--- config.mk ---
export PLATFORM = sky130hd
export DESIGN_NAME = mac_coprocessor_datapath
export DESIGN_NICKNAME = d
export VERILOG_FILES = /design/src/core/mac_pkg.sv /design/src/core/mac_coprocessor_datapath.sv
export VERILOG_INCLUDE_DIRS = /design/src /design/src/core
export SDC_FILE = /design/constraint.sdc
export NUM_CORES = 2
export LEC_CHECK = 0
export BUFFER_PORTS_ARGS = -buffer_cell sky130_fd_sc_hd__buf_2
export CORE_MARGIN = 4
export CORE_UTILIZATION = 31
export DETAILED_ROUTE_END_ITERATION = 10
export HOLD_SLACK_MARGIN = 0.03
export PLACE_DENSITY = 0.57
export SYNTH_ARGS = -nofsm -noshare
export SYNTH_HDL_FRONTEND = slang
export SYNTH_SLANG_ARGS = --single-unit
--- constraint.sdc ---
create_clock -name clk -period 21.5 [get_ports clk]
set_clock_uncertainty 0.15 [all_clocks]
set_input_delay 4.3 -clock clk [delete_from_list [all_inputs] [get_ports clk]]
set_output_delay 4.3 -clock clk [all_outputs]
set_load 0.01 [all_outputs]
--- src/core/mac_cfg.svh ---
// constants for the multiply-accumulate coprocessor datapath
// assumes a 32-bit apb slave port and 16-bit data addresses
`ifndef MAC_CFG_SVH
`define MAC_CFG_SVH
`define MAC_OFF_CTRL 8'h00
`define MAC_OFF_STATUS 8'h04
`define MAC_OFF_ACCH 8'h08
`define MAC_OFF_ACCL 8'h0c
`define MAC_OFF_INDEX_POINTER_0 8'h10
`define MAC_OFF_INDEX_POINTER_1 8'h14
`define MAC_OFF_QX0 8'h18
`define MAC_OFF_QX1 8'h1c
`define MAC_OFF_QR0 8'h20
`define MAC_OFF_QR1 8'h24
`define MAC_OFF_LIMIT 8'h28
`define CTRL_BIT_FRAC 9
`define CTRL_BIT_SAT 10
`define ST_BIT_N 8
`define ST_BIT_Z 9
`define ST_BIT_E 10
`define ST_BIT_SV 11
`define ST_BIT_C 12
`define ST_BIT_SL 13
`define PTR_STEP 16'h0002
`define RAM_BASE 16'hf600
`define RAM_MASK 16'h03ff
`define ROUND_CONST 40'h00_0000_8000
`define SAT_POS 40'h00_7fff_ffff
`define SAT_NEG 40'hff_8000_0000
`define LIM_POS 16'h7fff
`define LIM_NEG 16'h8000
`define SHIFT_MAX 4'h8
`endif

--- src/core/mac_pkg.sv ---
// types shared by the coprocessor datapath and its bench
// assumes mac_cfg.svh for all numeric constants
package mac_pkg;
  typedef enum logic [3:0] {
    OP_NOP = 4'b0000, OP_MUL = 4'b0001, OP_MAC = 4'b0010, OP_MACM = 4'b0011,
    OP_MSUB = 4'b0100, OP_LOAD = 4'b0101, OP_ADD = 4'b0110, OP_RND = 4'b0111,
    OP_SHL = 4'b1000, OP_SHR = 4'b1001, OP_CLR = 4'b1010, OP_STORE = 4'b1011,
    OP_TCOPY = 4'b1100
  } op_e;
  typedef enum logic [2:0] {
    PM_NONE = 3'b000, PM_INC = 3'b001, PM_DEC = 3'b010, PM_ADDQ = 3'b011, PM_SUBQ = 3'b100
  } ptrmod_e;
  typedef enum logic [2:0] {
    SR_ACCH = 3'b000, SR_ACCL = 3'b001, SR_STATUS = 3'b010, SR_CTRL = 3'b011,
    SR_LIMIT = 3'b100
  } storesel_e;
  typedef struct packed {
    op_e op;
    logic idxSel;
    ptrmod_e idxMod;
    logic idxOffSel;
    ptrmod_e gprMod;
    logic gprOffSel;
    logic [3:0] gprNum;
    logic signA;
    logic signB;
    logic catShift;
    logic [3:0] shiftAmt;
    storesel_e storeSel;
  } instr_s;
  typedef struct packed {
    logic valid;
    logic [15:0] addr;
    logic [15:0] data;
  } memreq_s;
endpackage

--- src/core/mac_coprocessor_datapath.sv ---
// multiply-accumulate coprocessor datapath: pipeline, address generation,
// multiplier, 40-bit arithmetic unit, limiter and shifter, apb registers.
// assumes the host cpu issues decoded instructions and returns operands
// on the two operand buses in the cycle after issue.
//
// The register addresses and the APB interface to the registers were left to the implementer.
`timescale 1ns/1ps
`include "mac_cfg.svh"

// Summary of operation
// - three stages; decode computes addresses and post-modifies pointers
// - execute computes, updates accumulator and flags; gpr pointer written back
// - writeback stage only stores the parallel-moved operand
// - fast store reads coprocessor registers right after a mac
// - gpr pointer uses gpr offsets, index pointer uses index offsets
// - gpr addresses full space; index addresses confined to ram except table copy
// - index pointer: none, +2, -2, +offset, -offset; any offset with any pointer
// - gpr pointer 0..15: none, +2, -2, +/- gpr offset 0 or 1
// - parallel move for mac-with-move and table copy; index operand copied alongside
// - move address reverses the index post-modification on updated pointer
// - 16x16 signed/unsigned multiply, 32-bit product sign-extended to scaler
// - fractional shift bit shifts product left by one
// - extension flag set when top eight bits carry significant bits
// - adder a: zero, round constant, product, or shifted bus concatenation
// - adder b: accumulator shifted/inverted or zero
// - auto-saturate clamps 32-bit overflow and sets sticky limit flag
// - 40-bit overflow sets sticky overflow flag until software clears it
// - accumulator is high word, low word and extension byte in status
// - limiter outputs 7fffh or 8000h by sign when extension flag set
// - limiting leaves accumulator and status untouched
// - shifter: none, left or right up to 8; left shifts update flags
// - rounding adds one at bit 15 then clears the low word
module mac_coprocessor_datapath (
  input wire logic clk,
  input wire logic sys_rst,
  input wire logic psel,
  input wire logic penable,
  input wire logic pwrite,
  input wire logic [7:0] paddr,
  input wire logic [31:0] pwdata,
  output logic [31:0] prdata,
  output logic pready,
  output logic pslverr,
  input wire logic issueValid,
  input wire mac_pkg::instr_s issueInstr,
  input wire logic [15:0] gprValue,
  input wire logic [15:0] operandBusA,
  input wire logic [15:0] operandBusB,
  output logic opAddrValid,
  output logic [15:0] opAddrGpr,
  output logic [15:0] opAddrIdx,
  output mac_pkg::memreq_s gprWrite,
  output mac_pkg::memreq_s moveWrite,
  output mac_pkg::memreq_s storeOut
);
  logic [15:0] ctrl_q;
  logic [15:0] accHigh_q;
  logic [15:0] accLow_q;
  logic [15:0] status_q;
  logic [15:0] idx_q [2];
  logic [15:0] qx_q [2];
  logic [15:0] qr_q [2];
  logic exValid_q;
  mac_pkg::instr_s exInstr_q;
  logic [15:0] gprNext_q;
  logic [15:0] moveAddr_q;
  logic wbValid_q;
  logic [15:0] wbAddr_q;
  logic [15:0] wbData_q;

  wire logic [39:0] acc = {status_q[7:0], accHigh_q, accLow_q};
  wire logic apbAccess = psel && penable && !pready;
  // write commits on the pready edge, when the master samples the answer
  wire logic apbWr = psel && penable && pready && pwrite;

  // ---------------- decode: address generation
  function automatic logic [15:0] postMod(input logic [15:0] p, input mac_pkg::ptrmod_e m,
                                          input logic [15:0] off);
    unique case (m)
      mac_pkg::PM_NONE: postMod = p;
      mac_pkg::PM_INC: postMod = p + `PTR_STEP;
      mac_pkg::PM_DEC: postMod = p - `PTR_STEP;
      mac_pkg::PM_ADDQ: postMod = p + off;
      mac_pkg::PM_SUBQ: postMod = p - off;
      default: postMod = p;
    endcase
  endfunction

  function automatic mac_pkg::ptrmod_e reverseMod(input mac_pkg::ptrmod_e m);
    unique case (m)
      mac_pkg::PM_INC: reverseMod = mac_pkg::PM_DEC;
      mac_pkg::PM_DEC: reverseMod = mac_pkg::PM_INC;
      mac_pkg::PM_ADDQ: reverseMod = mac_pkg::PM_SUBQ;
      mac_pkg::PM_SUBQ: reverseMod = mac_pkg::PM_ADDQ;
      default: reverseMod = mac_pkg::PM_NONE;
    endcase
  endfunction

  logic [15:0] idxCur;
  logic [15:0] idxOff;
  logic [15:0] idxNew;
  logic [15:0] gprOff;
  logic [15:0] idxAddr;
  always_comb begin
    idxCur = idx_q[issueInstr.idxSel];
    idxOff = qx_q[issueInstr.idxOffSel];
    gprOff = qr_q[issueInstr.gprOffSel];
    idxNew = postMod(idxCur, issueInstr.idxMod, idxOff);
    // index address wraps inside the dual-port ram window except for table copy
    if (issueInstr.op == mac_pkg::OP_TCOPY) begin
      idxAddr = idxCur;
    end else begin
      idxAddr = `RAM_BASE | (idxCur & `RAM_MASK);
    end
  end

  always_ff @(posedge clk) begin
    if (sys_rst) begin
      opAddrValid <= 1'b0;
      opAddrGpr <= 16'h0000;
      opAddrIdx <= 16'h0000;
      exValid_q <= 1'b0;
      exInstr_q <= '0;
      gprNext_q <= 16'h0000;
      moveAddr_q <= 16'h0000;
    end else begin
      opAddrValid <= issueValid;
      exValid_q <= issueValid;
      if (issueValid) begin
        opAddrGpr <= gprValue;
        opAddrIdx <= idxAddr;
        exInstr_q <= issueInstr;
        gprNext_q <= postMod(gprValue, issueInstr.gprMod, gprOff);
        moveAddr_q <= postMod(idxNew, reverseMod(issueInstr.idxMod), idxOff);
      end
    end
  end

  always_ff @(posedge clk) begin
    for (int i = 0; i < 2; i++) begin
      if (sys_rst) begin
        idx_q[i] <= 16'h0000;
      end else if (issueValid && issueInstr.idxSel == 1'(i)) begin
        idx_q[i] <= idxNew;
      end else if (apbWr && paddr == (i == 0 ? `MAC_OFF_INDEX_POINTER_0 : `MAC_OFF_INDEX_POINTER_1)) begin
        idx_q[i] <= pwdata[15:0];
      end
    end
  end

  // ---------------- execute: multiplier, scaler, adder, shifter
  logic signed [16:0] mulA;
  logic signed [16:0] mulB;
  logic signed [33:0] prod;
  logic [39:0] prodExt;
  logic [39:0] catExt;
  logic [39:0] aIn;
  logic [39:0] bIn;
  logic cin;
  logic [40:0] usum;
  logic [39:0] shAcc;
  logic [39:0] topBits;
  logic [5:0] shN;
  logic shOvf40;
  logic shCarry;
  logic [39:0] res;
  logic ovf32;
  logic ovf40;
  logic resNeg;
  logic carry;
  logic writesAcc;
  logic isShl;
  always_comb begin
    mulA = {exInstr_q.signA & operandBusA[15], operandBusA};
    mulB = {exInstr_q.signB & operandBusB[15], operandBusB};
    prod = mulA * mulB;
    prodExt = {{6{prod[33]}}, prod};
    if (ctrl_q[`CTRL_BIT_FRAC]) begin
      prodExt = {prodExt[38:0], 1'b0};
    end
    catExt = {{8{operandBusA[15]}}, operandBusA, operandBusB};
    if (exInstr_q.catShift) begin
      catExt = {catExt[38:0], 1'b0};
    end
    shN = (exInstr_q.shiftAmt > `SHIFT_MAX) ? {2'b00, `SHIFT_MAX} : {2'b00, exInstr_q.shiftAmt};
    isShl = exInstr_q.op == mac_pkg::OP_SHL;
    topBits = 40'($signed(acc) >>> (6'd39 - shN));
    shOvf40 = isShl && !(topBits == 40'h00_0000_0000 || topBits == '1);
    shCarry = isShl && shN != 6'd0 && acc[6'd40 - shN];
    unique case (exInstr_q.op)
      mac_pkg::OP_SHL: shAcc = acc << shN;
      mac_pkg::OP_SHR: shAcc = 40'($signed(acc) >>> shN);
      default: shAcc = acc;
    endcase
    aIn = 40'h00_0000_0000;
    bIn = 40'h00_0000_0000;
    cin = 1'b0;
    writesAcc = 1'b1;
    unique case (exInstr_q.op)
      mac_pkg::OP_MUL: aIn = prodExt;
      mac_pkg::OP_MAC, mac_pkg::OP_MACM: begin
        aIn = prodExt;
        bIn = acc;
      end
      mac_pkg::OP_MSUB: begin
        aIn = prodExt;
        bIn = ~acc;
        cin = 1'b1;
      end
      mac_pkg::OP_LOAD: aIn = catExt;
      mac_pkg::OP_ADD: begin
        aIn = catExt;
        bIn = acc;
      end
      mac_pkg::OP_RND: begin
        aIn = `ROUND_CONST;
        bIn = acc;
      end
      mac_pkg::OP_SHL, mac_pkg::OP_SHR: bIn = shAcc;
      mac_pkg::OP_CLR: bIn = 40'h00_0000_0000;
      default: writesAcc = 1'b0;
    endcase
    usum = {1'b0, aIn} + {1'b0, bIn} + {40'h00_0000_0000, cin};
    res = usum[39:0];
    resNeg = aIn[39] ^ bIn[39] ^ usum[40];
    ovf40 = (resNeg != res[39]) || shOvf40;
    ovf32 = ovf40 || !(res[39:31] == 9'h000 || res[39:31] == 9'h1ff);
    carry = isShl ? shCarry : usum[40];
    if (isShl) begin
      resNeg = acc[39];
    end
    if (exInstr_q.op == mac_pkg::OP_RND) begin
      res[15:0] = 16'h0000;
    end
    // without auto-saturate the raw 40-bit value stands
    if (ctrl_q[`CTRL_BIT_SAT] && ovf32) begin
      res = resNeg ? `SAT_NEG : `SAT_POS;
    end
  end

  wire logic execAcc = exValid_q && writesAcc;
  wire logic satHit = execAcc && ctrl_q[`CTRL_BIT_SAT] && ovf32;
  wire logic extSig = !(res[39:31] == 9'h000 || res[39:31] == 9'h1ff);

  // ---------------- accumulator and status, updated at end of execute
  always_ff @(posedge clk) begin
    if (sys_rst) begin
      accHigh_q <= 16'h0000;
      accLow_q <= 16'h0000;
    end else if (execAcc) begin
      accHigh_q <= res[31:16];
      accLow_q <= res[15:0];
    end else if (apbWr && paddr == `MAC_OFF_ACCH) begin
      accHigh_q <= pwdata[15:0];
    end else if (apbWr && paddr == `MAC_OFF_ACCL) begin
      accLow_q <= pwdata[15:0];
    end
  end

  always_ff @(posedge clk) begin
    if (sys_rst) begin
      status_q <= 16'h0000;
    end else begin
      if (apbWr && paddr == `MAC_OFF_STATUS) begin
        status_q <= pwdata[15:0];
      end
      if (execAcc) begin
        status_q[7:0] <= res[39:32];
        status_q[`ST_BIT_E] <= extSig;
        status_q[`ST_BIT_N] <= res[39];
        status_q[`ST_BIT_Z] <= res == 40'h00_0000_0000;
        status_q[`ST_BIT_C] <= carry;
      end
      // sticky flags: a hardware set beats a same-cycle software clear
      if (execAcc && ovf40) begin
        status_q[`ST_BIT_SV] <= 1'b1;
      end
      if (satHit) begin
        status_q[`ST_BIT_SL] <= 1'b1;
      end
    end
  end

  // limiter only looks at state, never writes it back
  logic [15:0] limited;
  always_comb begin
    if (!status_q[`ST_BIT_E]) begin
      limited = accHigh_q;
    end else if (status_q[`ST_BIT_N]) begin
      limited = `LIM_NEG;
    end else begin
      limited = `LIM_POS;
    end
  end

  // ---------------- execute side outputs and writeback stage
  logic [15:0] storeVal;
  always_comb begin
    unique case (exInstr_q.storeSel)
      mac_pkg::SR_ACCH: storeVal = accHigh_q;
      mac_pkg::SR_ACCL: storeVal = accLow_q;
      mac_pkg::SR_STATUS: storeVal = status_q;
      mac_pkg::SR_CTRL: storeVal = ctrl_q;
      mac_pkg::SR_LIMIT: storeVal = limited;
      default: storeVal = 16'h0000;
    endcase
  end

  wire logic isMove = exInstr_q.op == mac_pkg::OP_MACM || exInstr_q.op == mac_pkg::OP_TCOPY;

  always_ff @(posedge clk) begin
    if (sys_rst) begin
      gprWrite <= '0;
      storeOut <= '0;
      wbValid_q <= 1'b0;
      wbAddr_q <= 16'h0000;
      wbData_q <= 16'h0000;
      moveWrite <= '0;
    end else begin
      gprWrite.valid <= exValid_q && exInstr_q.gprMod != mac_pkg::PM_NONE;
      gprWrite.addr <= {12'h000, exInstr_q.gprNum};
      gprWrite.data <= gprNext_q;
      // reads the accumulator left by the previous execute, so no gap needed
      storeOut.valid <= exValid_q && exInstr_q.op == mac_pkg::OP_STORE;
      storeOut.addr <= {13'h0000, exInstr_q.storeSel};
      storeOut.data <= storeVal;
      wbValid_q <= exValid_q && isMove;
      wbAddr_q <= moveAddr_q;
      wbData_q <= operandBusB;
      moveWrite.valid <= wbValid_q;
      moveWrite.addr <= wbAddr_q;
      moveWrite.data <= wbData_q;
    end
  end

  // ---------------- apb slave, one wait state per access
  logic mapped;
  logic [15:0] rdVal;
  always_comb begin
    mapped = 1'b1;
    unique case (paddr)
      `MAC_OFF_CTRL: rdVal = ctrl_q;
      `MAC_OFF_STATUS: rdVal = status_q;
      `MAC_OFF_ACCH: rdVal = accHigh_q;
      `MAC_OFF_ACCL: rdVal = accLow_q;
      `MAC_OFF_INDEX_POINTER_0: rdVal = idx_q[0];
      `MAC_OFF_INDEX_POINTER_1: rdVal = idx_q[1];
      `MAC_OFF_QX0: rdVal = qx_q[0];
      `MAC_OFF_QX1: rdVal = qx_q[1];
      `MAC_OFF_QR0: rdVal = qr_q[0];
      `MAC_OFF_QR1: rdVal = qr_q[1];
      `MAC_OFF_LIMIT: rdVal = limited;
      default: begin
        rdVal = 16'h0000;
        mapped = 1'b0;
      end
    endcase
  end

  always_ff @(posedge clk) begin
    if (sys_rst) begin
      pready <= 1'b0;
      pslverr <= 1'b0;
      prdata <= 32'h0000_0000;
    end else begin
      pready <= apbAccess;
      pslverr <= apbAccess && !mapped;
      prdata <= (apbAccess && !pwrite) ? {16'h0000, rdVal} : 32'h0000_0000;
    end
  end

  always_ff @(posedge clk) begin
    if (sys_rst) begin
      ctrl_q <= 16'h0000;
      qx_q[0] <= 16'h0000;
      qx_q[1] <= 16'h0000;
      qr_q[0] <= 16'h0000;
      qr_q[1] <= 16'h0000;
    end else if (apbWr) begin
      unique case (paddr)
        `MAC_OFF_CTRL: ctrl_q <= pwdata[15:0];
        `MAC_OFF_QX0: qx_q[0] <= pwdata[15:0];
        `MAC_OFF_QX1: qx_q[1] <= pwdata[15:0];
        `MAC_OFF_QR0: qr_q[0] <= pwdata[15:0];
        `MAC_OFF_QR1: qr_q[1] <= pwdata[15:0];
        default: ;
      endcase
    end
  end
endmodule

Yosys cells after proc, flatten, opt, wreduce, memory -nomap -nowiden. Memory sizes are Yosys's and may differ from the RTL's. Cells that the tools add are included.

Bitwise gates (word level): 15. Multiply operators: 1. Shift-type cells: 3. Multiplexer cells: 77. Equality and inequality tests: 44. Div/mod/pow operators: 0. $lt $le $gt $ge: 2. Reduce and logical (&&, ||, !) cells: 58. $add $sub $neg: 16.

Operator list (number): 16-bit 2-to-1 mux (17); 40-bit case mux with 3 select lines (2); 16-bit case mux with 4 select lines (3); 16-bit case mux with 11 select lines (1); 40-bit zero test (2); 40-bit 2-to-1 mux (2); 16-bit case mux with 5 select lines (1); 40-bit case mux with 2 select lines (1); 16-bit adder (3); 16-bit by 2-bit adder with 16-bit output (second input constant) (3); 16-bit subtractor (3); 16-bit by 2-bit subtractor with 16-bit output (second input constant) (3); 40-bit by 40-bit adder with 41-bit output (1); 41-bit by 1-bit adder with 41-bit output (1); 1-bit 2-to-1 mux (41); 40-bit == test (second input constant) (1); 40-bit inverter (1); 40-bit by 4-bit << shifter with 40-bit output (1); 40-bit by 4-bit >>> shifter with 40-bit output (1); 40-bit by 6-bit >>> shifter with 40-bit output (1); 17-bit by 17-bit multiplier with 34-bit output (1); 34-bit 2-to-1 mux (1); 8-bit by 5-bit == test with 1-bit output (second input constant) (4); 32-bit 2-to-1 mux (1); 40 further kinds (120).

Register bits after elaboration: 316. Memory bits (read-only): 0. RAM bits: 96. Bits in latches: 0. Memories kept: 3. Output and inout bits: 166.

Memories: idx_q (words 2, bits a word 16, read ports 3, clocked after Yosys merged registers in 0, write ports 2, RTL line mac_coprocessor_datapath.sv:60) `logic [15:0] idx_q [2];`; qr_q (words 2, bits a word 16, read ports 3, clocked after Yosys merged registers in 0, write ports 2, RTL line mac_coprocessor_datapath.sv:62) `logic [15:0] qr_q [2];`; qx_q (words 2, bits a word 16, read ports 3, clocked after Yosys merged registers in 0, write ports 2, RTL line mac_coprocessor_datapath.sv:61) `logic [15:0] qx_q [2];`.

Longest topological paths before layout.
Depth after elaboration: 17. Mapped depth: 43. Gate-level depth less buffers: 39.

Worst setup path before layout. OpenSTA, ideal clock, no wires.

Kind: input-to-reg. Start: in operandBusA[12]. End: reg accHigh_q[10]. Arrival: 13.494 ns. Data required time: 21.208 ns. Path slack: 7.714 ns. Stages on the path: 38. Setup time: 0.142 ns. Path buffers: 3. Cells stage by stage: clkbuf_1 > clkbuf_1 > nand2_1 > fa_1 > inv_1 > fa_1 > inv_1 > fa_1 > inv_1 > fa_1 > fa_1 > inv_1 > fa_1 > inv_1 > ha_1 > a21o_1 > a21o_1 > a21oi_1 > [... 2 more ...] > o221ai_1 > o21ai_0 > a221o_1 > a21oi_1 > xnor2_1 > a221o_1 > ha_1 > a21o_1 > a21o_1 > a21oi_1 > mux2i_1 > o31ai_1 > a211oi_2 > or4bb_1 > o41a_1 > a31oi_4 > buf_2 > a221oi_1.

Longest elaborated chain between the ends: 12.

RTL lines: from (decl) (RTL line mac_coprocessor_datapath.sv:47) `input wire logic [15:0] operandBusA,`; 17-bit by 17-bit multiplier with 34-bit output (RTL line mac_coprocessor_datapath.sv:176) `prod = mulA * mulB;`; 34-bit 2-to-1 mux (RTL line mac_coprocessor_datapath.sv:178) `` if (ctrl_q[`CTRL_BIT_FRAC]) begin ``; 40-bit case mux with 3 select lines * (RTL line mac_coprocessor_datapath.sv:199) `unique case (exInstr_q.op)`; 40-bit by 40-bit adder with 41-bit output (RTL line mac_coprocessor_datapath.sv:223) `usum = {1'b0, aIn} + {1'b0, bIn} + {40'h00_0000_0000, cin};`; 41-bit by 1-bit adder with 41-bit output (RTL line mac_coprocessor_datapath.sv:223); 9-bit == test (tied with other cells) (RTL line mac_coprocessor_datapath.sv:227) `ovf32 = ovf40 || !(res[39:31] == 9'h000 || res[39:31] == 9'h1ff);`; 1-bit logical OR or 1-bit inequality test (tied branches) (RTL line mac_coprocessor_datapath.sv:227, mac_coprocessor_datapath.sv:226); 1-bit zero test or 1-bit logical OR (tied branches) (RTL line mac_coprocessor_datapath.sv:227, mac_coprocessor_datapath.sv:226); 1-bit logical OR (RTL line mac_coprocessor_datapath.sv:227); 1-bit logical AND (RTL line mac_coprocessor_datapath.sv:236) `` if (ctrl_q[`CTRL_BIT_SAT] && ovf32) begin ``; 40-bit 2-to-1 mux * (RTL line mac_coprocessor_datapath.sv:236); 16-bit 2-to-1 mux * (RTL line mac_coprocessor_datapath.sv:250) `end else if (execAcc) begin`; to (signal assigned) (RTL line mac_coprocessor_datapath.sv:251) `accHigh_q <= res[31:16];`; to (signal assigned) (RTL line mac_coprocessor_datapath.sv:254) `accHigh_q <= pwdata[15:0];`; to (decl) (RTL line mac_coprocessor_datapath.sv:57) `logic [15:0] accHigh_q;`.

Mark *: on every way between the ends. The rest lies on a longest branch, timed or not. A chain may end at the register's enable or synchronous reset.

Worst setup path after layout.
Start: in operandBusB[15]. End: reg accLow_q[3].

Longest elaborated chain between the ends: 13.

RTL lines: from (decl) (RTL line mac_coprocessor_datapath.sv:48) `input wire logic [15:0] operandBusB,`; 1-bit bitwise AND (RTL line mac_coprocessor_datapath.sv:175) `mulB = {exInstr_q.signB & operandBusB[15], operandBusB};`; 17-bit by 17-bit multiplier with 34-bit output (RTL line mac_coprocessor_datapath.sv:176); 34-bit 2-to-1 mux (RTL line mac_coprocessor_datapath.sv:178); 40-bit case mux with 3 select lines * (RTL line mac_coprocessor_datapath.sv:199); 40-bit by 40-bit adder with 41-bit output (RTL line mac_coprocessor_datapath.sv:223); 41-bit by 1-bit adder with 41-bit output (RTL line mac_coprocessor_datapath.sv:223); 9-bit == test (tied with other cells) (RTL line mac_coprocessor_datapath.sv:227); 1-bit logical OR or 1-bit inequality test (tied branches) (RTL line mac_coprocessor_datapath.sv:227, mac_coprocessor_datapath.sv:226); 1-bit zero test or 1-bit logical OR (tied branches) (RTL line mac_coprocessor_datapath.sv:227, mac_coprocessor_datapath.sv:226); 1-bit logical OR (RTL line mac_coprocessor_datapath.sv:227); 1-bit logical AND (RTL line mac_coprocessor_datapath.sv:236); 40-bit 2-to-1 mux * (RTL line mac_coprocessor_datapath.sv:236); 16-bit 2-to-1 mux * (RTL line mac_coprocessor_datapath.sv:250); to (signal assigned) (RTL line mac_coprocessor_datapath.sv:252) `accLow_q <= res[15:0];`; to (signal assigned) (RTL line mac_coprocessor_datapath.sv:256) `accLow_q <= pwdata[15:0];`; to (decl) (RTL line mac_coprocessor_datapath.sv:58) `logic [15:0] accLow_q;`.

Marked as above.

==> results_dict.tcl <==
set metrics [dict create \
    outcome "complete, no violations" \
    r2r_slack_ps 9570 \
    dpl_cell_area_sq_um 41400 \
    ys_seq_area_share_pct 21.5 \
    cp.buffers_inverters 7 \
    min_period_ps 15680 \
    worstPathMaxFanout 41 \
    fmax_ghz 0.0638 \
    async_flop_share_pct 0 \
    power.density_nw_per_um2 120 \
    dp.cells 6223 \
    drt_iter0_markers 3650 \
    wl_per_cell_um 22.4 \
    hold_path_class "reg2reg" \
    ir_drop_uv 134 \
    multi_input_area_sq_um 27900 \
    end_kind "flip-flop" \
    post_cts_buffers 0 \
    first_global_vias 33600 \
    cts_tree "done" \
    setup_viol 0 \
    cp.arrival_ps 16070 \
    fin_area_sq_um 42800 \
    critPathSlowestCell "a31oi_4" \
    io_buffers 229 \
    dieWidth_um 363 \
    register_area_sq_um 8390 \
    start_util_pct 31.4 \
    ys_ff_latch 371 \
    pin_count 287 \
    finalHoldViolCount 0 \
    ys.warnings.count 0 \
    antenna_found_initial 6 \
    htree_levels 2 \
    cp-start-kind "input pin" \
    drive_gt1_share_pct 9.62 \
    fp.dieArea_sq_um 132000 \
    critPathTopFamily "compound AO/OA/AOI/OAI gates" \
    vias_per_cell 5.49 \
    worstSetupEndpoint "accLow_q[3]$_SDFFE_PP0P_" \
    grtUsageTotal_pct 20.7 \
    dr.pass1.iters 9 \
    core-area_sq_um 124000 \
    worstMarginPinSlew_ps 1190 \
    numCtsBuffers 40 \
    path_clk_slew_ps 60 \
    finalSetupTns_ps 0 \
    clock_path_buffers 3 \
    rsz0062_at_grt "no" \
    r2r-start "exInstr_q[9]$_SDFFE_PP0P_" \
    route.vias.total 34600 \
    instances_no_fill 6296 \
    crit_top_cell "fa_1" \
    grt_max_degree 111 \
    synth-edff-count 96 \
    crit_start "operandBusB[15]" \
    insertion_delay_ps 640 \
    die_h_um 363 \
    gp_congestion 0.944 \
    synth_area_sq_um 39100 \
    grt_first_pass_wirelength_mm 211 \
    slew_violations 0 \
    reg2regPathDepth 37 \
    antenna_left 0 \
    cts-hold-fix-buffers 0 \
    nFillCells 13000 \
    path_class "in2reg" \
    synthToLayoutAreaGrowth_pct 9.46 \
    reg2reg_to "accLow_q[3]$_SDFFE_PP0P_" \
    critPathMaxStageDelay_ps 990 \
    wl_mm 141 \
    slew_headroom_pct 20.4 \
    timing.final.crit_share_pct 72.9 \
    clock_sinks 371 \
    grt_remaining_overflow 0 \
    cp_num_cells 39 \
    drc 0 \
    syn_inst 4620 \
    cp_data_required_time_ps 21890 \
    holdWs_ps 284 \
    rows 129 \
    fin_nets 5264 \
    cts-root-buf "clkbuf_16" \
    synth_area_per_cell_sq_um 8.46 \
    leakagePower_nw 19.3 \
    ys.flop_type "dfxtp_1" \
    cts_resized 0 \
    synth_cell_types 97 \
    hpwlAfterDp_mm 107 \
    maxCapViolations 0 \
]
-- kinds of logic (layout without fill, tap and decap cells) --
logic type               Yosys count  in the layout  synth area share [%]
AND/OR/NAND/NOR                 1429           1429                  17.5
flip-flops                       371            371                  21.5
XOR/XNOR                         182            182                  4.08
multiplexers                     338            338                  8.92
other                              1             42               0.00960
AO/OA/AOI/OAI                   1029           1029                  17.9
buffers and inverters            755            753                  7.80
adder cells (fa/ha/maj)          515            515                  22.3
-- flip-flops by register name, summed over array words and instances (netlist names), 20 cells and up --
register	flops
exInstr_q	21
gprWrite	21
idx_q	32
moveWrite	33
qr_q	32
qx_q	32
storeOut	20
-- worst min-delay path by stage --
stage	depth (start not counted)	startpoint	slack, ps	to
global route	1	wbData_q[3]$_SDFF_PP0_	300	moveWrite[3]$_SDFF_PP0_
floorplan	1	wbData_q[0]$_SDFF_PP0_	260	moveWrite[0]$_SDFF_PP0_
CTS	1	wbData_q[3]$_SDFF_PP0_	290	moveWrite[3]$_SDFF_PP0_
global placement	1	wbData_q[6]$_SDFF_PP0_	270	moveWrite[6]$_SDFF_PP0_
detailed placement	1	wbData_q[3]$_SDFF_PP0_	270	moveWrite[3]$_SDFF_PP0_
finish	1	wbData_q[3]$_SDFF_PP0_	280	moveWrite[3]$_SDFF_PP0_
-- metrics by stage --
step | utilization, % | power (mW) | setup slack [ps]
after floorplan | - | 3.54 | 7710
after global placement | 33.2 | 4.35 | 5390
after detailed placement | 33.2 | 4.37 | 5320
after CTS | 34.4 | 5.14 | 5950
after global routing | 34.4 | 5.63 | 5200
final | 34.4 | 5.14 | 5820
-- metal layers --
metal	track usage, %	share of wire, %	vias up	wire (um)
met4	9.49	5.3	2	7510
li1	-	-	15900	-
met5	0	0.0057	-	8
met1	27.5	42	16900	58900
met2	33.1	45	1459	63200
met3	3.45	8.0	284	11200
-- synthesized netlist by cell type (57+ instances only) --
| library cell | n | share of area (%) |
|---|---|---|
| nor3_1 | 78 | 1.0 |
| a221oi_1 | 97 | 2.2 |
| a21o_1 | 57 | 1.1 |
| mux2i_1 | 292 | 7.5 |
| o21ai_0 | 219 | 2.8 |
| ha_1 | 211 | 6.8 |
| xor2_1 | 70 | 1.6 |
| a21oi_1 | 217 | 2.8 |
| edfxtp_1 | 96 | 7.4 |
| and2_1 | 174 | 2.8 |
| nand2b_1 | 71 | 1.1 |
| dfxtp_1 | 275 | 14 |
| inv_1 | 397 | 3.8 |
| fa_1 | 304 | 16 |
| clkbuf_1 | 263 | 2.5 |
| nor2b_1 | 115 | 1.8 |
| xnor2_1 | 112 | 2.5 |
| nand2_1 | 442 | 4.2 |
| nor2_1 | 370 | 3.6 |
-- worst register-to-register path: cells and delay by family, from the launching register on --
kind / cells / cell delay (ps)
compound gates: 14 / 4730
xor+xnor: 1 / 160
fa+ha+maj: 8 / 3600
buf+inv: 6 / 780
flops: 1 / 310
mux: 1 / 240
simple gates: 7 / 1900
-- cells in the final DEF, fill, tap and decap left out, drive strengths merged, types with 27 or more instances in the layout --
master  synthesis  layout
nand2         443     443
inv           398     404
nor2          371     371
fa            304     304
mux2i         292     292
buf            87     280
dfxtp         275     275
o21ai         232     232
a21oi         218     218
ha            211     211
and2          175     175
nor2b         115     115
xnor2         112     112
a221oi         98      98
edfxtp         96      96
nor3           78      78
nand2b         71      71
xor2           70      70
a21o           57      57
clkbuf        268      57
nand3          51      51
o211ai         50      50
mux2           42      42
o22ai          42      42
conb            1      41
a31oi          38      38
a22o           35      35
and3           29      29
a211oi         29      29
o221ai         27      27
-- report_power, final --
group | total (mW) | switching (mW) | leakage [nW] | internal, mW
registers | 0.826 | 0.0675 | 3.26 | 0.758
clock network | 0.751 | 0.326 | 0.689 | 0.426
logic | 3.56 | 2.11 | 15.3 | 1.45
total | 5.14 | 2.50 | 19.3 | 2.64
-- final cells by class --
| type | count | share of cell area (%) |
|---|---|---|
| Timing Repair Buffer | 281 | 3.63 |
| Antenna cell | 1 | 0.00585 |
| Sequential cell | 371 | 19.6 |
| Tap cell | 1637 | 4.79 |
| Multi-Input combinational cell | 3534 | 65.2 |
| Inverter | 400 | 3.51 |
| Clock buffer | 56 | 2.65 |
| Clock inverter | 16 | 0.629 |
No activity file was read; power rests on OpenSTA's default activity.
